--- src/core/ifec_pkg.sv ---
// Constants, register map and types for the interrupt flag and edge control block
package ifec_pkg;

  // Register byte offsets
  localparam logic [31:0] IFEC_CTRL_OFS     = 32'h0000_0000;
  localparam logic [31:0] IFEC_FLAG0_OFS    = 32'h0000_0004;
  localparam logic [31:0] IFEC_FLAG1_OFS    = 32'h0000_0008;
  localparam logic [31:0] IFEC_FLAG2_OFS    = 32'h0000_000c;
  localparam logic [31:0] IFEC_EVT_STAT_OFS = 32'h0000_0010;
  localparam logic [31:0] IFEC_EVT_MASK_OFS = 32'h0000_0014;

  // Widths
  localparam int IFEC_REG_W  = 16;
  localparam int IFEC_NUM_EXT = 5;
  localparam int IFEC_NUM_FLAG_REGS = 3;

  // Control register fields
  localparam int IFEC_ALT_BIT  = 15;
  localparam int IFEC_TDIS_BIT = 14;
  localparam int IFEC_POL_LSB  = 0;
  localparam logic [15:0] IFEC_CTRL_RST = 16'h0000;

  // Implemented flag bits per register
  localparam logic [15:0] IFEC_FLAG0_IMPL = 16'h3fef;
  localparam logic [15:0] IFEC_FLAG1_IMPL = 16'hfedf;
  localparam logic [15:0] IFEC_FLAG2_IMPL = 16'h3fe3;
  localparam logic [15:0] IFEC_PARPORT_MASK = 16'h2000;
  localparam logic [15:0] IFEC_FLAG_RST = 16'h0000;

  // Flag positions of the external inputs
  localparam int IFEC_EXT0_BIT = 0;
  localparam int IFEC_EXT1_BIT = 4;
  localparam int IFEC_EXT2_BIT = 13;

  // Event status and mask
  localparam logic [4:0] IFEC_EVT_RST = 5'h00;

  // AHB-Lite encodings
  localparam logic       IFEC_HRESP_OKAY = 1'b0;
  localparam logic [1:0] IFEC_HTRANS_IDLE = 2'h0;

  // Bus data phase
  typedef enum logic [1:0] {
    DP_IDLE,
    DP_WRITE,
    DP_RD_WAIT,
    DP_RD_DONE
  } ifec_dphase_t;

endpackage : ifec_pkg

--- src/core/ifec_top.sv ---
// Interrupt flag status, edge polarity and global control with an AHB-Lite slave
`timescale 1ns/100ps

//  Behaviour
// - The alternate vector table select bit is read/write, resets to 0 and drives the vector table choice.
// - The timed disable status bit follows the core's disable state, cannot be written and resets to 0.
// - Five read/write polarity bits, input 0 lowest and input 4 highest, reset to 0.
// - A polarity bit of 1 detects falling edges and 0 detects rising edges on its input.
// - Unused bits ignore writes and read 0, bits 13 to 5 in the control register.
// - Each implemented flag is set by its source, is software read/write and resets to 0.
// - A flag of 1 means its source has a pending request, 0 means none.
// - Flag register 0 bits 15-14 are unused and bits 13-8 are adc, uart1 tx, uart1 rx, spi1, spi1 fault, timer3.
// - Flag register 0 bits 7-5 are timer2, compare2, capture2, bit 4 unused, bits 3-0 timer1, compare1, capture1, ext0.
// - Flag register 1 bits 15-9 are uart2 tx, uart2 rx, ext2, timer5, timer4, compare4, compare3, bit 8 unused.
// - Flag register 1 bits 7-6 are capture8 and 7, bit 5 unused, bits 4-0 ext1, pin change, comparator, i2c1 m, i2c1 s.
// - Flag register 2 holds parallel port, compares 8-5, captures 6-3 and spi2 event and fault, others unused.
// - Without the parallel port the parallel port flag is absent and reads 0.
module ifec_top #(
  parameter bit HAS_PARALLEL_PORT = 1'b1
) (
  // Clock and reset
  input  wire logic        clk_sys_i,
  input  wire logic        resetn_i,
  // AHB-Lite slave
  input  wire logic        hsel_i,
  input  wire logic [31:0] haddr_i,
  input  wire logic [1:0]  htrans_i,
  input  wire logic        hwrite_i,
  input  wire logic [2:0]  hsize_i,
  input  wire logic [31:0] hwdata_i,
  input  wire logic        hready_i,
  output logic             hreadyout_o,
  output logic             hresp_o,
  output logic [31:0]      hrdata_o,
  // Peripheral request pulses
  input  wire logic [15:0] flags0_req_i,
  input  wire logic [15:0] flags1_req_i,
  input  wire logic [15:0] flags2_req_i,
  // External interrupt pins
  input  wire logic [4:0]  ext_irq_i,
  // Core status and control
  input  wire logic        timed_irq_disable_active_i,
  output logic             alt_vector_table_select_o,
  output logic [15:0]      flags0_o,
  output logic [15:0]      flags1_o,
  output logic [15:0]      flags2_o,
  // Interrupt
  output logic             irq_o
);

  ifec_pkg::ifec_dphase_t dphase_reg;
  ifec_pkg::ifec_dphase_t dphase_next;
  logic [31:0] addr_reg;
  logic [31:0] hrdata_reg;
  logic [31:0] rd_value;
  logic        ap_ok;
  logic        wr_ctrl;
  logic        wr_stat;
  logic        wr_mask;
  logic [2:0]  wr_flag;
  logic        alt_reg;
  logic        tdis_reg;
  logic [4:0]  pol_reg;
  logic [4:0]  sync1_reg;
  logic [4:0]  sync2_reg;
  logic [4:0]  prev_reg;
  logic [4:0]  rise;
  logic [4:0]  fall;
  logic [4:0]  ext_edge;
  logic [4:0]  evt_stat_reg;
  logic [4:0]  evt_mask_reg;
  logic [15:0] flag_reg [3];
  logic [15:0] set_all  [3];
  logic [15:0] impl_all [3];
  logic [15:0] req_all  [3];
  logic [31:0] flag_ofs [3];
  logic [15:0] ctrl_rd;

  // Bus address phase
  assign ap_ok = hsel_i && htrans_i[1] && hready_i;

  always_comb begin
    dphase_next = ifec_pkg::DP_IDLE;
    unique case (dphase_reg)
      ifec_pkg::DP_RD_WAIT: begin
        dphase_next = ifec_pkg::DP_RD_DONE;
      end
      ifec_pkg::DP_IDLE,
      ifec_pkg::DP_WRITE,
      ifec_pkg::DP_RD_DONE: begin
        if (ap_ok) begin
          dphase_next = hwrite_i ? ifec_pkg::DP_WRITE : ifec_pkg::DP_RD_WAIT;
        end
      end
    endcase
  end

  always_ff @(posedge clk_sys_i) begin
    if (!resetn_i) begin
      dphase_reg <= ifec_pkg::DP_IDLE;
    end else begin
      dphase_reg <= dphase_next;
    end
  end

  always_ff @(posedge clk_sys_i) begin
    if (!resetn_i) begin
      addr_reg <= 32'h0000_0000;
    end else if (ap_ok) begin
      addr_reg <= haddr_i;
    end
  end

  // One wait state on reads keeps hrdata on a flop after a preceding write
  assign hreadyout_o = (dphase_reg != ifec_pkg::DP_RD_WAIT);
  assign hresp_o     = ifec_pkg::IFEC_HRESP_OKAY;
  assign hrdata_o    = hrdata_reg;

  // Write strobes in the data phase
  assign flag_ofs[0] = ifec_pkg::IFEC_FLAG0_OFS;
  assign flag_ofs[1] = ifec_pkg::IFEC_FLAG1_OFS;
  assign flag_ofs[2] = ifec_pkg::IFEC_FLAG2_OFS;
  assign wr_ctrl = (dphase_reg == ifec_pkg::DP_WRITE) && (addr_reg == ifec_pkg::IFEC_CTRL_OFS);
  assign wr_stat = (dphase_reg == ifec_pkg::DP_WRITE) && (addr_reg == ifec_pkg::IFEC_EVT_STAT_OFS);
  assign wr_mask = (dphase_reg == ifec_pkg::DP_WRITE) && (addr_reg == ifec_pkg::IFEC_EVT_MASK_OFS);

  // Global control register
  always_ff @(posedge clk_sys_i) begin
    if (!resetn_i) begin
      alt_reg <= ifec_pkg::IFEC_CTRL_RST[ifec_pkg::IFEC_ALT_BIT];
      pol_reg <= ifec_pkg::IFEC_CTRL_RST[4:0];
    end else if (wr_ctrl) begin
      alt_reg <= hwdata_i[ifec_pkg::IFEC_ALT_BIT];
      pol_reg <= hwdata_i[4:0];
    end
  end

  // Status only, bus writes never reach it
  always_ff @(posedge clk_sys_i) begin
    if (!resetn_i) begin
      tdis_reg <= ifec_pkg::IFEC_CTRL_RST[ifec_pkg::IFEC_TDIS_BIT];
    end else begin
      tdis_reg <= timed_irq_disable_active_i;
    end
  end

  assign alt_vector_table_select_o = alt_reg;

  always_comb begin
    ctrl_rd = 16'h0000;
    ctrl_rd[ifec_pkg::IFEC_ALT_BIT]  = alt_reg;
    ctrl_rd[ifec_pkg::IFEC_TDIS_BIT] = tdis_reg;
    ctrl_rd[4:0] = pol_reg;
  end

  // Input synchroniser, first stage feeds only the second
  always_ff @(posedge clk_sys_i) begin
    if (!resetn_i) begin
      sync1_reg <= 5'h00;
      sync2_reg <= 5'h00;
      prev_reg  <= 5'h00;
    end else begin
      sync1_reg <= ext_irq_i;
      sync2_reg <= sync1_reg;
      prev_reg  <= sync2_reg;
    end
  end

  // Changing a polarity bit can itself look like an edge on a steady pin: not so here,
  // edges come from pin history only
  assign rise = sync2_reg & ~prev_reg;
  assign fall = ~sync2_reg & prev_reg;
  assign ext_edge = (pol_reg & fall) | (~pol_reg & rise);

  // Flag sources
  assign req_all[0] = flags0_req_i;
  assign req_all[1] = flags1_req_i;
  assign req_all[2] = flags2_req_i;

  always_comb begin
    set_all[0] = req_all[0];
    set_all[1] = req_all[1];
    set_all[2] = req_all[2];
    set_all[0][ifec_pkg::IFEC_EXT0_BIT] = req_all[0][ifec_pkg::IFEC_EXT0_BIT] | ext_edge[0];
    set_all[1][ifec_pkg::IFEC_EXT1_BIT] = req_all[1][ifec_pkg::IFEC_EXT1_BIT] | ext_edge[1];
    set_all[1][ifec_pkg::IFEC_EXT2_BIT] = req_all[1][ifec_pkg::IFEC_EXT2_BIT] | ext_edge[2];
  end

  assign impl_all[0] = ifec_pkg::IFEC_FLAG0_IMPL;
  assign impl_all[1] = ifec_pkg::IFEC_FLAG1_IMPL;
  assign impl_all[2] = HAS_PARALLEL_PORT ? ifec_pkg::IFEC_FLAG2_IMPL
                     : (ifec_pkg::IFEC_FLAG2_IMPL & ~ifec_pkg::IFEC_PARPORT_MASK);

  // Flag registers
  for (genvar r = 0; r < ifec_pkg::IFEC_NUM_FLAG_REGS; r++) begin : g_flag
    assign wr_flag[r] = (dphase_reg == ifec_pkg::DP_WRITE) && (addr_reg == flag_ofs[r]);
    always_ff @(posedge clk_sys_i) begin
      if (!resetn_i) begin
        flag_reg[r] <= ifec_pkg::IFEC_FLAG_RST;
      end else if (wr_flag[r]) begin
        // Set ORed after the write so a request beats a clear
        flag_reg[r] <= (hwdata_i[15:0] | set_all[r]) & impl_all[r];
      end else begin
        flag_reg[r] <= (flag_reg[r] | set_all[r]) & impl_all[r];
      end
    end
  end

  assign flags0_o = flag_reg[0];
  assign flags1_o = flag_reg[1];
  assign flags2_o = flag_reg[2];

  // Edge event status, write one to clear, set wins
  always_ff @(posedge clk_sys_i) begin
    if (!resetn_i) begin
      evt_stat_reg <= ifec_pkg::IFEC_EVT_RST;
    end else if (wr_stat) begin
      evt_stat_reg <= (evt_stat_reg & ~hwdata_i[4:0]) | ext_edge;
    end else begin
      evt_stat_reg <= evt_stat_reg | ext_edge;
    end
  end

  always_ff @(posedge clk_sys_i) begin
    if (!resetn_i) begin
      evt_mask_reg <= ifec_pkg::IFEC_EVT_RST;
    end else if (wr_mask) begin
      evt_mask_reg <= hwdata_i[4:0];
    end
  end

  assign irq_o = |(evt_stat_reg & evt_mask_reg);

  // Read mux, unmapped addresses read zero
  always_comb begin
    case (addr_reg)
      ifec_pkg::IFEC_CTRL_OFS:     rd_value = {16'h0000, ctrl_rd};
      ifec_pkg::IFEC_FLAG0_OFS:    rd_value = {16'h0000, flag_reg[0]};
      ifec_pkg::IFEC_FLAG1_OFS:    rd_value = {16'h0000, flag_reg[1]};
      ifec_pkg::IFEC_FLAG2_OFS:    rd_value = {16'h0000, flag_reg[2]};
      ifec_pkg::IFEC_EVT_STAT_OFS: rd_value = {27'h0000000, evt_stat_reg};
      ifec_pkg::IFEC_EVT_MASK_OFS: rd_value = {27'h0000000, evt_mask_reg};
      default:                     rd_value = 32'h0000_0000;
    endcase
  end

  always_ff @(posedge clk_sys_i) begin
    if (!resetn_i) begin
      hrdata_reg <= 32'h0000_0000;
    end else if (dphase_reg == ifec_pkg::DP_RD_WAIT) begin
      hrdata_reg <= rd_value;
    end
  end

  // Checks
  AST_ALT_WRITE: assert property (@(posedge clk_sys_i) disable iff (!resetn_i)
    wr_ctrl |=> alt_vector_table_select_o == $past(hwdata_i[15]))
    else $error("alt vector select not written");

  AST_TDIS_RO: assert property (@(posedge clk_sys_i) disable iff (!resetn_i)
    wr_ctrl && (hwdata_i[14] != timed_irq_disable_active_i) |=> tdis_reg == $past(timed_irq_disable_active_i))
    else $error("disable status bit took a bus write");

  AST_POL_WRITE: assert property (@(posedge clk_sys_i) disable iff (!resetn_i)
    wr_ctrl |=> pol_reg == $past(hwdata_i[4:0]))
    else $error("polarity bits not written");

  AST_RISE_EDGE: assert property (@(posedge clk_sys_i) disable iff (!resetn_i)
    !pol_reg[0] && $rose(ext_irq_i[0]) ##1 ext_irq_i[0] ##1 ext_irq_i[0] |=> flags0_o[0])
    else $error("rising edge on input 0 lost");

  AST_FALL_EDGE: assert property (@(posedge clk_sys_i) disable iff (!resetn_i)
    pol_reg[1] && $fell(ext_irq_i[1]) ##1 !ext_irq_i[1] ##1 !ext_irq_i[1] |=> flags1_o[4])
    else $error("falling edge on input 1 lost");

  AST_NO_WRONG_EDGE: assert property (@(posedge clk_sys_i) disable iff (!resetn_i)
    ext_edge[2] |-> (pol_reg[2] ? fall[2] : rise[2]))
    else $error("edge of wrong polarity detected");

  AST_CTRL_UNUSED: assert property (@(posedge clk_sys_i) disable iff (!resetn_i)
    (dphase_reg == ifec_pkg::DP_RD_WAIT) && (addr_reg == ifec_pkg::IFEC_CTRL_OFS) |=> hrdata_o[13:5] == 9'h000)
    else $error("control unused bits not zero");

  AST_REQ_SETS: assert property (@(posedge clk_sys_i) disable iff (!resetn_i)
    flags1_req_i[15] |=> flags1_o[15])
    else $error("request did not set its flag");

  AST_FLAG_HOLD: assert property (@(posedge clk_sys_i) disable iff (!resetn_i)
    flags0_o[13] && !wr_flag[0] |=> flags0_o[13])
    else $error("flag cleared without software");

  AST_FLAG0_MAP: assert property (@(posedge clk_sys_i) disable iff (!resetn_i)
    (flags0_o & ~ifec_pkg::IFEC_FLAG0_IMPL) == 16'h0000)
    else $error("unused bit set in flag register 0");

  AST_FLAG0_EXT: assert property (@(posedge clk_sys_i) disable iff (!resetn_i)
    !flags0_o[0] && !wr_flag[0] && !flags0_req_i[0] && !ext_edge[0] |=> !flags0_o[0])
    else $error("ext 0 flag set with no cause");

  AST_FLAG1_MAP: assert property (@(posedge clk_sys_i) disable iff (!resetn_i)
    (flags1_o & ~ifec_pkg::IFEC_FLAG1_IMPL) == 16'h0000)
    else $error("unused bit set in flag register 1");

  AST_FLAG1_EXT2: assert property (@(posedge clk_sys_i) disable iff (!resetn_i)
    ext_edge[2] |=> flags1_o[13] ##1 (flags1_o[13] || $past(wr_flag[1])))
    else $error("ext 2 flag not set by its edge");

  AST_FLAG2_MAP: assert property (@(posedge clk_sys_i) disable iff (!resetn_i)
    (flags2_o & ~ifec_pkg::IFEC_FLAG2_IMPL) == 16'h0000)
    else $error("unused bit set in flag register 2");

  AST_NO_PARPORT: assert property (@(posedge clk_sys_i) disable iff (!resetn_i)
    !HAS_PARALLEL_PORT |-> !flags2_o[13])
    else $error("parallel port flag present");

  AST_SET_WINS: assert property (@(posedge clk_sys_i) disable iff (!resetn_i)
    wr_flag[2] && !hwdata_i[1] && flags2_req_i[1] |=> flags2_o[1])
    else $error("request lost to a clearing write");

  AST_SYNC_DELAY: assert property (@(posedge clk_sys_i) disable iff (!resetn_i)
    ext_edge[3] |-> $past(ext_irq_i[3], 2) != $past(ext_irq_i[3], 3))
    else $error("edge not three cycles after the pin");

  AST_SINGLE_EDGE: assert property (@(posedge clk_sys_i) disable iff (!resetn_i)
    ext_edge[4] |=> !ext_edge[4])
    else $error("one pin edge gave two events");

  AST_IRQ_EVT: assert property (@(posedge clk_sys_i) disable iff (!resetn_i)
    ext_edge[0] && evt_mask_reg[0] && !wr_mask |=> irq_o)
    else $error("masked-in event did not raise irq");

  AST_READ_WAIT: assert property (@(posedge clk_sys_i) disable iff (!resetn_i)
    ap_ok && !hwrite_i |=> !hreadyout_o ##1 hreadyout_o)
    else $error("read not answered after one wait");

  AST_ALT_HOLD: assert property (@(posedge clk_sys_i) disable iff (!resetn_i)
    !wr_ctrl |=> $stable(alt_vector_table_select_o))
    else $error("alt vector select changed without a write");

  AST_TDIS_TRACK: assert property (@(posedge clk_sys_i) disable iff (!resetn_i)
    resetn_i |=> tdis_reg == $past(timed_irq_disable_active_i))
    else $error("disable status bit lost the core state");

  AST_POL_HOLD: assert property (@(posedge clk_sys_i) disable iff (!resetn_i)
    !wr_ctrl |=> $stable(pol_reg))
    else $error("polarity bits changed without a write");

  AST_EDGE_TO_EVT: assert property (@(posedge clk_sys_i) disable iff (!resetn_i)
    ext_edge[4] |=> evt_stat_reg[4])
    else $error("input 4 edge not recorded");

  AST_CTRL_UPPER: assert property (@(posedge clk_sys_i) disable iff (!resetn_i)
    (dphase_reg == ifec_pkg::DP_RD_WAIT) && (addr_reg == ifec_pkg::IFEC_CTRL_OFS) |=> hrdata_o[31:16] == 16'h0000)
    else $error("control upper half not zero");

  AST_SW_SETS: assert property (@(posedge clk_sys_i) disable iff (!resetn_i)
    wr_flag[0] && hwdata_i[13] |=> flags0_o[13])
    else $error("software write of one did not set the flag");

  AST_SW_CLEARS: assert property (@(posedge clk_sys_i) disable iff (!resetn_i)
    wr_flag[1] && !hwdata_i[15] && !flags1_req_i[15] |=> !flags1_o[15])
    else $error("software write of zero did not clear the flag");

  AST_PARPORT_SETS: assert property (@(posedge clk_sys_i) disable iff (!resetn_i)
    HAS_PARALLEL_PORT && flags2_req_i[13] |=> flags2_o[13])
    else $error("parallel port request lost");

  AST_EXT1_FLAG: assert property (@(posedge clk_sys_i) disable iff (!resetn_i)
    ext_edge[1] |=> flags1_o[4])
    else $error("input 1 edge did not set its flag");

endmodule : ifec_top

--- config.mk ---
export PLATFORM = sky130hd
export DESIGN_NAME = ifec_top
export DESIGN_NICKNAME = d
export VERILOG_FILES = /design/src/core/ifec_pkg.sv /design/src/core/ifec_top.sv
export SDC_FILE = /design/constraint.sdc
export NUM_CORES = 1
export LEC_CHECK = 0
export BUFFER_PORTS_ARGS = -buffer_cell sky130_fd_sc_hd__buf_2
export CORE_UTILIZATION = 49
export CTS_CLUSTER_DIAMETER = 200
export DETAILED_ROUTE_END_ITERATION = 8
export PLACE_DENSITY = 0.79
export SYNTH_ARGS = -nofsm -noshare
export SYNTH_HDL_FRONTEND = slang
export SYNTH_SLANG_ARGS = --single-unit
--- constraint.sdc ---
create_clock -name clk_sys_i -period 3.13 [get_ports clk_sys_i]
set_clock_uncertainty 0.1 [all_clocks]
set_input_delay 0.1565 -clock clk_sys_i [delete_from_list [all_inputs] [get_ports clk_sys_i]]
set_output_delay 0.1565 -clock clk_sys_i [all_outputs]
set_load 0.01 [all_outputs]
==> results.txt <==
The flow ran to the end, and the final reports show no timing, DRC or antenna violations. For this run, the detailed router's first-pass iteration total came to 6. For this run, design rule violations remaining after detail routing come to 0.

The number of antenna violations at the first check in global routing is 0. The fraction of registers with async set or reset after synthesis is 0. The worst setup path is captured at a flip-flop.

The worst setup path is launched from a flip-flop. The register bit total from synthesis came out at 120. The number of CTS-inserted buffers came out at 17. 0 antenna diodes ended up in the layout. Prior to clock tree synthesis, the placed netlist has a worst setup slack of just over 300 ps. By area, the combinational part of the netlist is dominated by simple AND/OR/NAND/NOR gates.

At the end of the flow, the number of nets in the layout was about 960. The tightest min-delay check is of the input pin to flip-flop type. The clock root buffer master is clkbuf_16. The via density per instance is ~5.4. The register with the most flip-flops in the layout has 38 of them.

The die height is between 100 and 150 µm. The TritonCTS sink count is 120. The worst-skew pair later-pin latency is ~420 ps. The worst endpoint required time came out at between 3000 and 4000 ps.

During synthesis, Yosys emitted a total of 0 warnings. The area of the core is 11030 µm². Leaving out fill and tap cells, the most frequent cell in the layout is buf_2. The time the final worst path needs with I/O delays and setup came out at around 2800 ps. In the final routed layout, each cell accounts on average for 17.37 µm. The compound-gate portion of the synthesized area came out at 0.1711. The starting utilization of the core area came out at 0.5119. The simple-gate share of the synthesized area came out at 0.1930. The final sum of negative setup slack came out at 0 ps. The portion of the clock cycle consumed by the worst path in the final layout came out at 0.8865. The signal arrival time at the worst endpoint came out at roughly 2800 ps. The filler cell count came out at 783. The number of setup buffers added after CTS is 0.

The library cells used most frequently in the layout, excluding fill and tap cells, are 154 x buf_2, 94 x nand2_1, 82 x dfxtp_1, 82 x dlygate4sd3_1, 65 x conb_1. The via count of the first global-routing pass came out at between 5k and 6k. The final hold violation count is 0. The sequential element share of the synthesized area came out at 0.4928. The core utilization of the finished layout came out at 0.7201.

The area of the die came out at approximately 12000 µm². The number of flops mapped to enable cells by yosys is 38. The share of synthesized cell area in full adder, half adder and majority cells came out at 0. The TritonCTS clock tree is built.

The clock passes through at most 2 buffers. The max capacitance violation total came out at 0. The first global-routing pass estimated ~26000 µm of wire. Of the total synthesized cell area, the portion taken by XOR and XNOR cells is 0. The highest fanout seen on the critical path came out at 11. The number of placement rows is 38. The total power draw came out at about 3900 µW.

Entering global routing, the biggest net connects between 50 and 60 pins. For this run, the leading register cell type out of synthesis is dfxtp_1. The post-synthesis mux area share came out at 0.07755. The total setup violations reported at the end of the flow came out at 0. The pin slew with the least headroom to its limit came out at ~1200 ps.

The half-perimeter wire length of the detailed placement result came out at about 11000 µm. The first-iteration detailed-routing DRC count came out at 490. The final global-route overflow total came out at 0. For this design the top-level I/O count stands at between 200 and 250. The fraction of final layout cells with drive strength greater than 1 came out at 0.2680. Setup repair after global routing left no endpoint under its margin. The gate count after technology mapping is 564. The remaining max-slew budget at the tightest pin is 0.1921.

Relative to the synthesized area, the layout overhead comes to 40.66%. After clock tree synthesis, the clock-pin slew on the worst setup and hold paths is roughly 50 ps. The average cell area after synthesis is between 10 and 15 µm². Derived from the worst setup path, the maximum achievable clock frequency is 360.4 MHz. The count of final max-slew check failures is 0. The netlist area before placement came out at about 5600 µm². The final weighted congestion in routability-driven placement is a little under 0.9. Detailed routing inserted a total of approximately 5.4k vias.

The worst setup slack after layout came out at roughly 360 ps. The count of nets left with antenna violations once routing finished came out at 0. The critical path is of the flip-flop to flip-flop type.

The final wirelength is roughly 17000 µm. Buffers placed on the I/O ports in this run total between 150 and 200. The floorplan step set the die width to 109.4 µm.

The number of levels in the clock H-tree is 4. The maximum VDD drop came out at between 400 and 500 µV. The distinct cell type count after synthesis came out at between 40 and 50. The cell area power density is between 400 and 500 nW/µm². The worst hold slack after final layout is a little over 7 ps.

The total track usage is 0.2953. The leakage power total is 0.003261 µW.
## final cells by class
cell class / instances / area (µm²) / share of cell area
multi-input cells: 438 / 2746 / 0.3458
repair buffers: 252 / 1712 / 0.2155
well taps: 140 / 175.2 / 0.02205
flip-flops and latches: 120 / 2783 / 0.3503
clock buffers: 27 / 483.0 / 0.06081
inverters: 6 / 22.52 / 0.002836
clock inverters: 4 / 21.27 / 0.002678
## stage by stage
| stage | cell area [µm²] | instances |
|---|---|---|
| 4_1_cts | 7940 | 987 |
| 6_report | 7943 | 987 |
| 2_1_floorplan | 5883 | 627 |
| 5_1_grt | 7943 | 987 |
| 3_3_place_gp | 6615 | 874 |
| 3_5_place_dp | 6615 | 874 |
## what timing repair did
item | CTS | global route
hold endpoints to repair | 79 | 0
endpoints found under the setup margin | 0 | 5
resized for setup | 0 | 1
hold buffers | 82 | 0
## cell families (layout without fill, tap and decap cells)
group / Yosys count / in the layout
and+or+nand+nor: 205 / 205
buffers and inverters: 69 / 289
other: 2 / 65
DFF: 120 / 120
AOI/OAI and AO/OA: 128 / 128
muxes: 40 / 40
## report_power, final
| group | switching [µW] | internal (µW) | leakage, µW |
|---|---|---|---|
| Sequential | 49.0 | 1680 | 0.00105 |
| Combinational | 239 | 237 | 0.00196 |
| Clock | 654 | 1040 | 0.000250 |
| Total | 942 | 2960 | 0.00326 |
## final timing paths
path / depth (start not counted) / startpoint / slack (ps) / endpoint
max: 4 / addr_reg[30] / 360 / flag_reg[2][0]
min: 2 / hwdata_i[13] / 7 / flag_reg[2][13]
max reg2reg: 4 / addr_reg[30] / 360 / flag_reg[2][0]
min reg2reg: 1 / sync1_reg[0] / 340 / sync2_reg[0]
## per-layer routing
layer,wire (µm),vias up,part of all wire,track usage
met2,8999,265,0.52,0.5310
li1,-,2509,-,-
met4,511,0,0.030,0.1410
met3,1158,52,0.068,0.07528
met1,6478,2552,0.38,0.3236
met5,0,-,0,0
## critical path, stage by stage, from the launching register on
cell	delay [ps]
dfxtp_1	330
nor4_1	370
nand4_1	410
or4_1	900
o311a_1	400
## cells in the mapped netlist, types with 2 or more instances
| master | count | area share |
|---|---|---|
| buf_1 | 2 | 0.0013 |
| a21oi_1 | 3 | 0.0027 |
| nor4_4 | 2 | 0.0075 |
| mux2i_1 | 19 | 0.034 |
| a21o_1 | 2 | 0.0027 |
| o22ai_1 | 4 | 0.0044 |
| o21ai_0 | 21 | 0.019 |
| a41oi_1 | 6 | 0.0093 |
| conb_1 | 2 | 0.0013 |
| nor2_1 | 8 | 0.0053 |
| a31oi_1 | 3 | 0.0033 |
| or4_4 | 4 | 0.0080 |
| or2_2 | 4 | 0.0044 |
| buf_4 | 27 | 0.036 |
| edfxtp_1 | 38 | 0.20 |
| nand2_1 | 94 | 0.062 |
| a22oi_1 | 10 | 0.013 |
| and2_1 | 16 | 0.018 |
| nor3b_1 | 2 | 0.0027 |
| mux2_2 | 20 | 0.040 |
| nand2b_1 | 4 | 0.0044 |
| o311a_1 | 25 | 0.044 |
| buf_2 | 2 | 0.0018 |
| nor3_1 | 3 | 0.0027 |
| nand3b_1 | 2 | 0.0027 |
| dfxtp_1 | 82 | 0.29 |
| nor2b_1 | 16 | 0.018 |
| o21a_1 | 19 | 0.025 |
| or3_1 | 25 | 0.028 |
| and3_1 | 4 | 0.0044 |
| a21boi_0 | 32 | 0.043 |
| nand3_1 | 4 | 0.0035 |
| nor4_1 | 11 | 0.012 |
| inv_1 | 6 | 0.0040 |
| clkbuf_1 | 32 | 0.021 |
(Power assumes the default switching activity.)
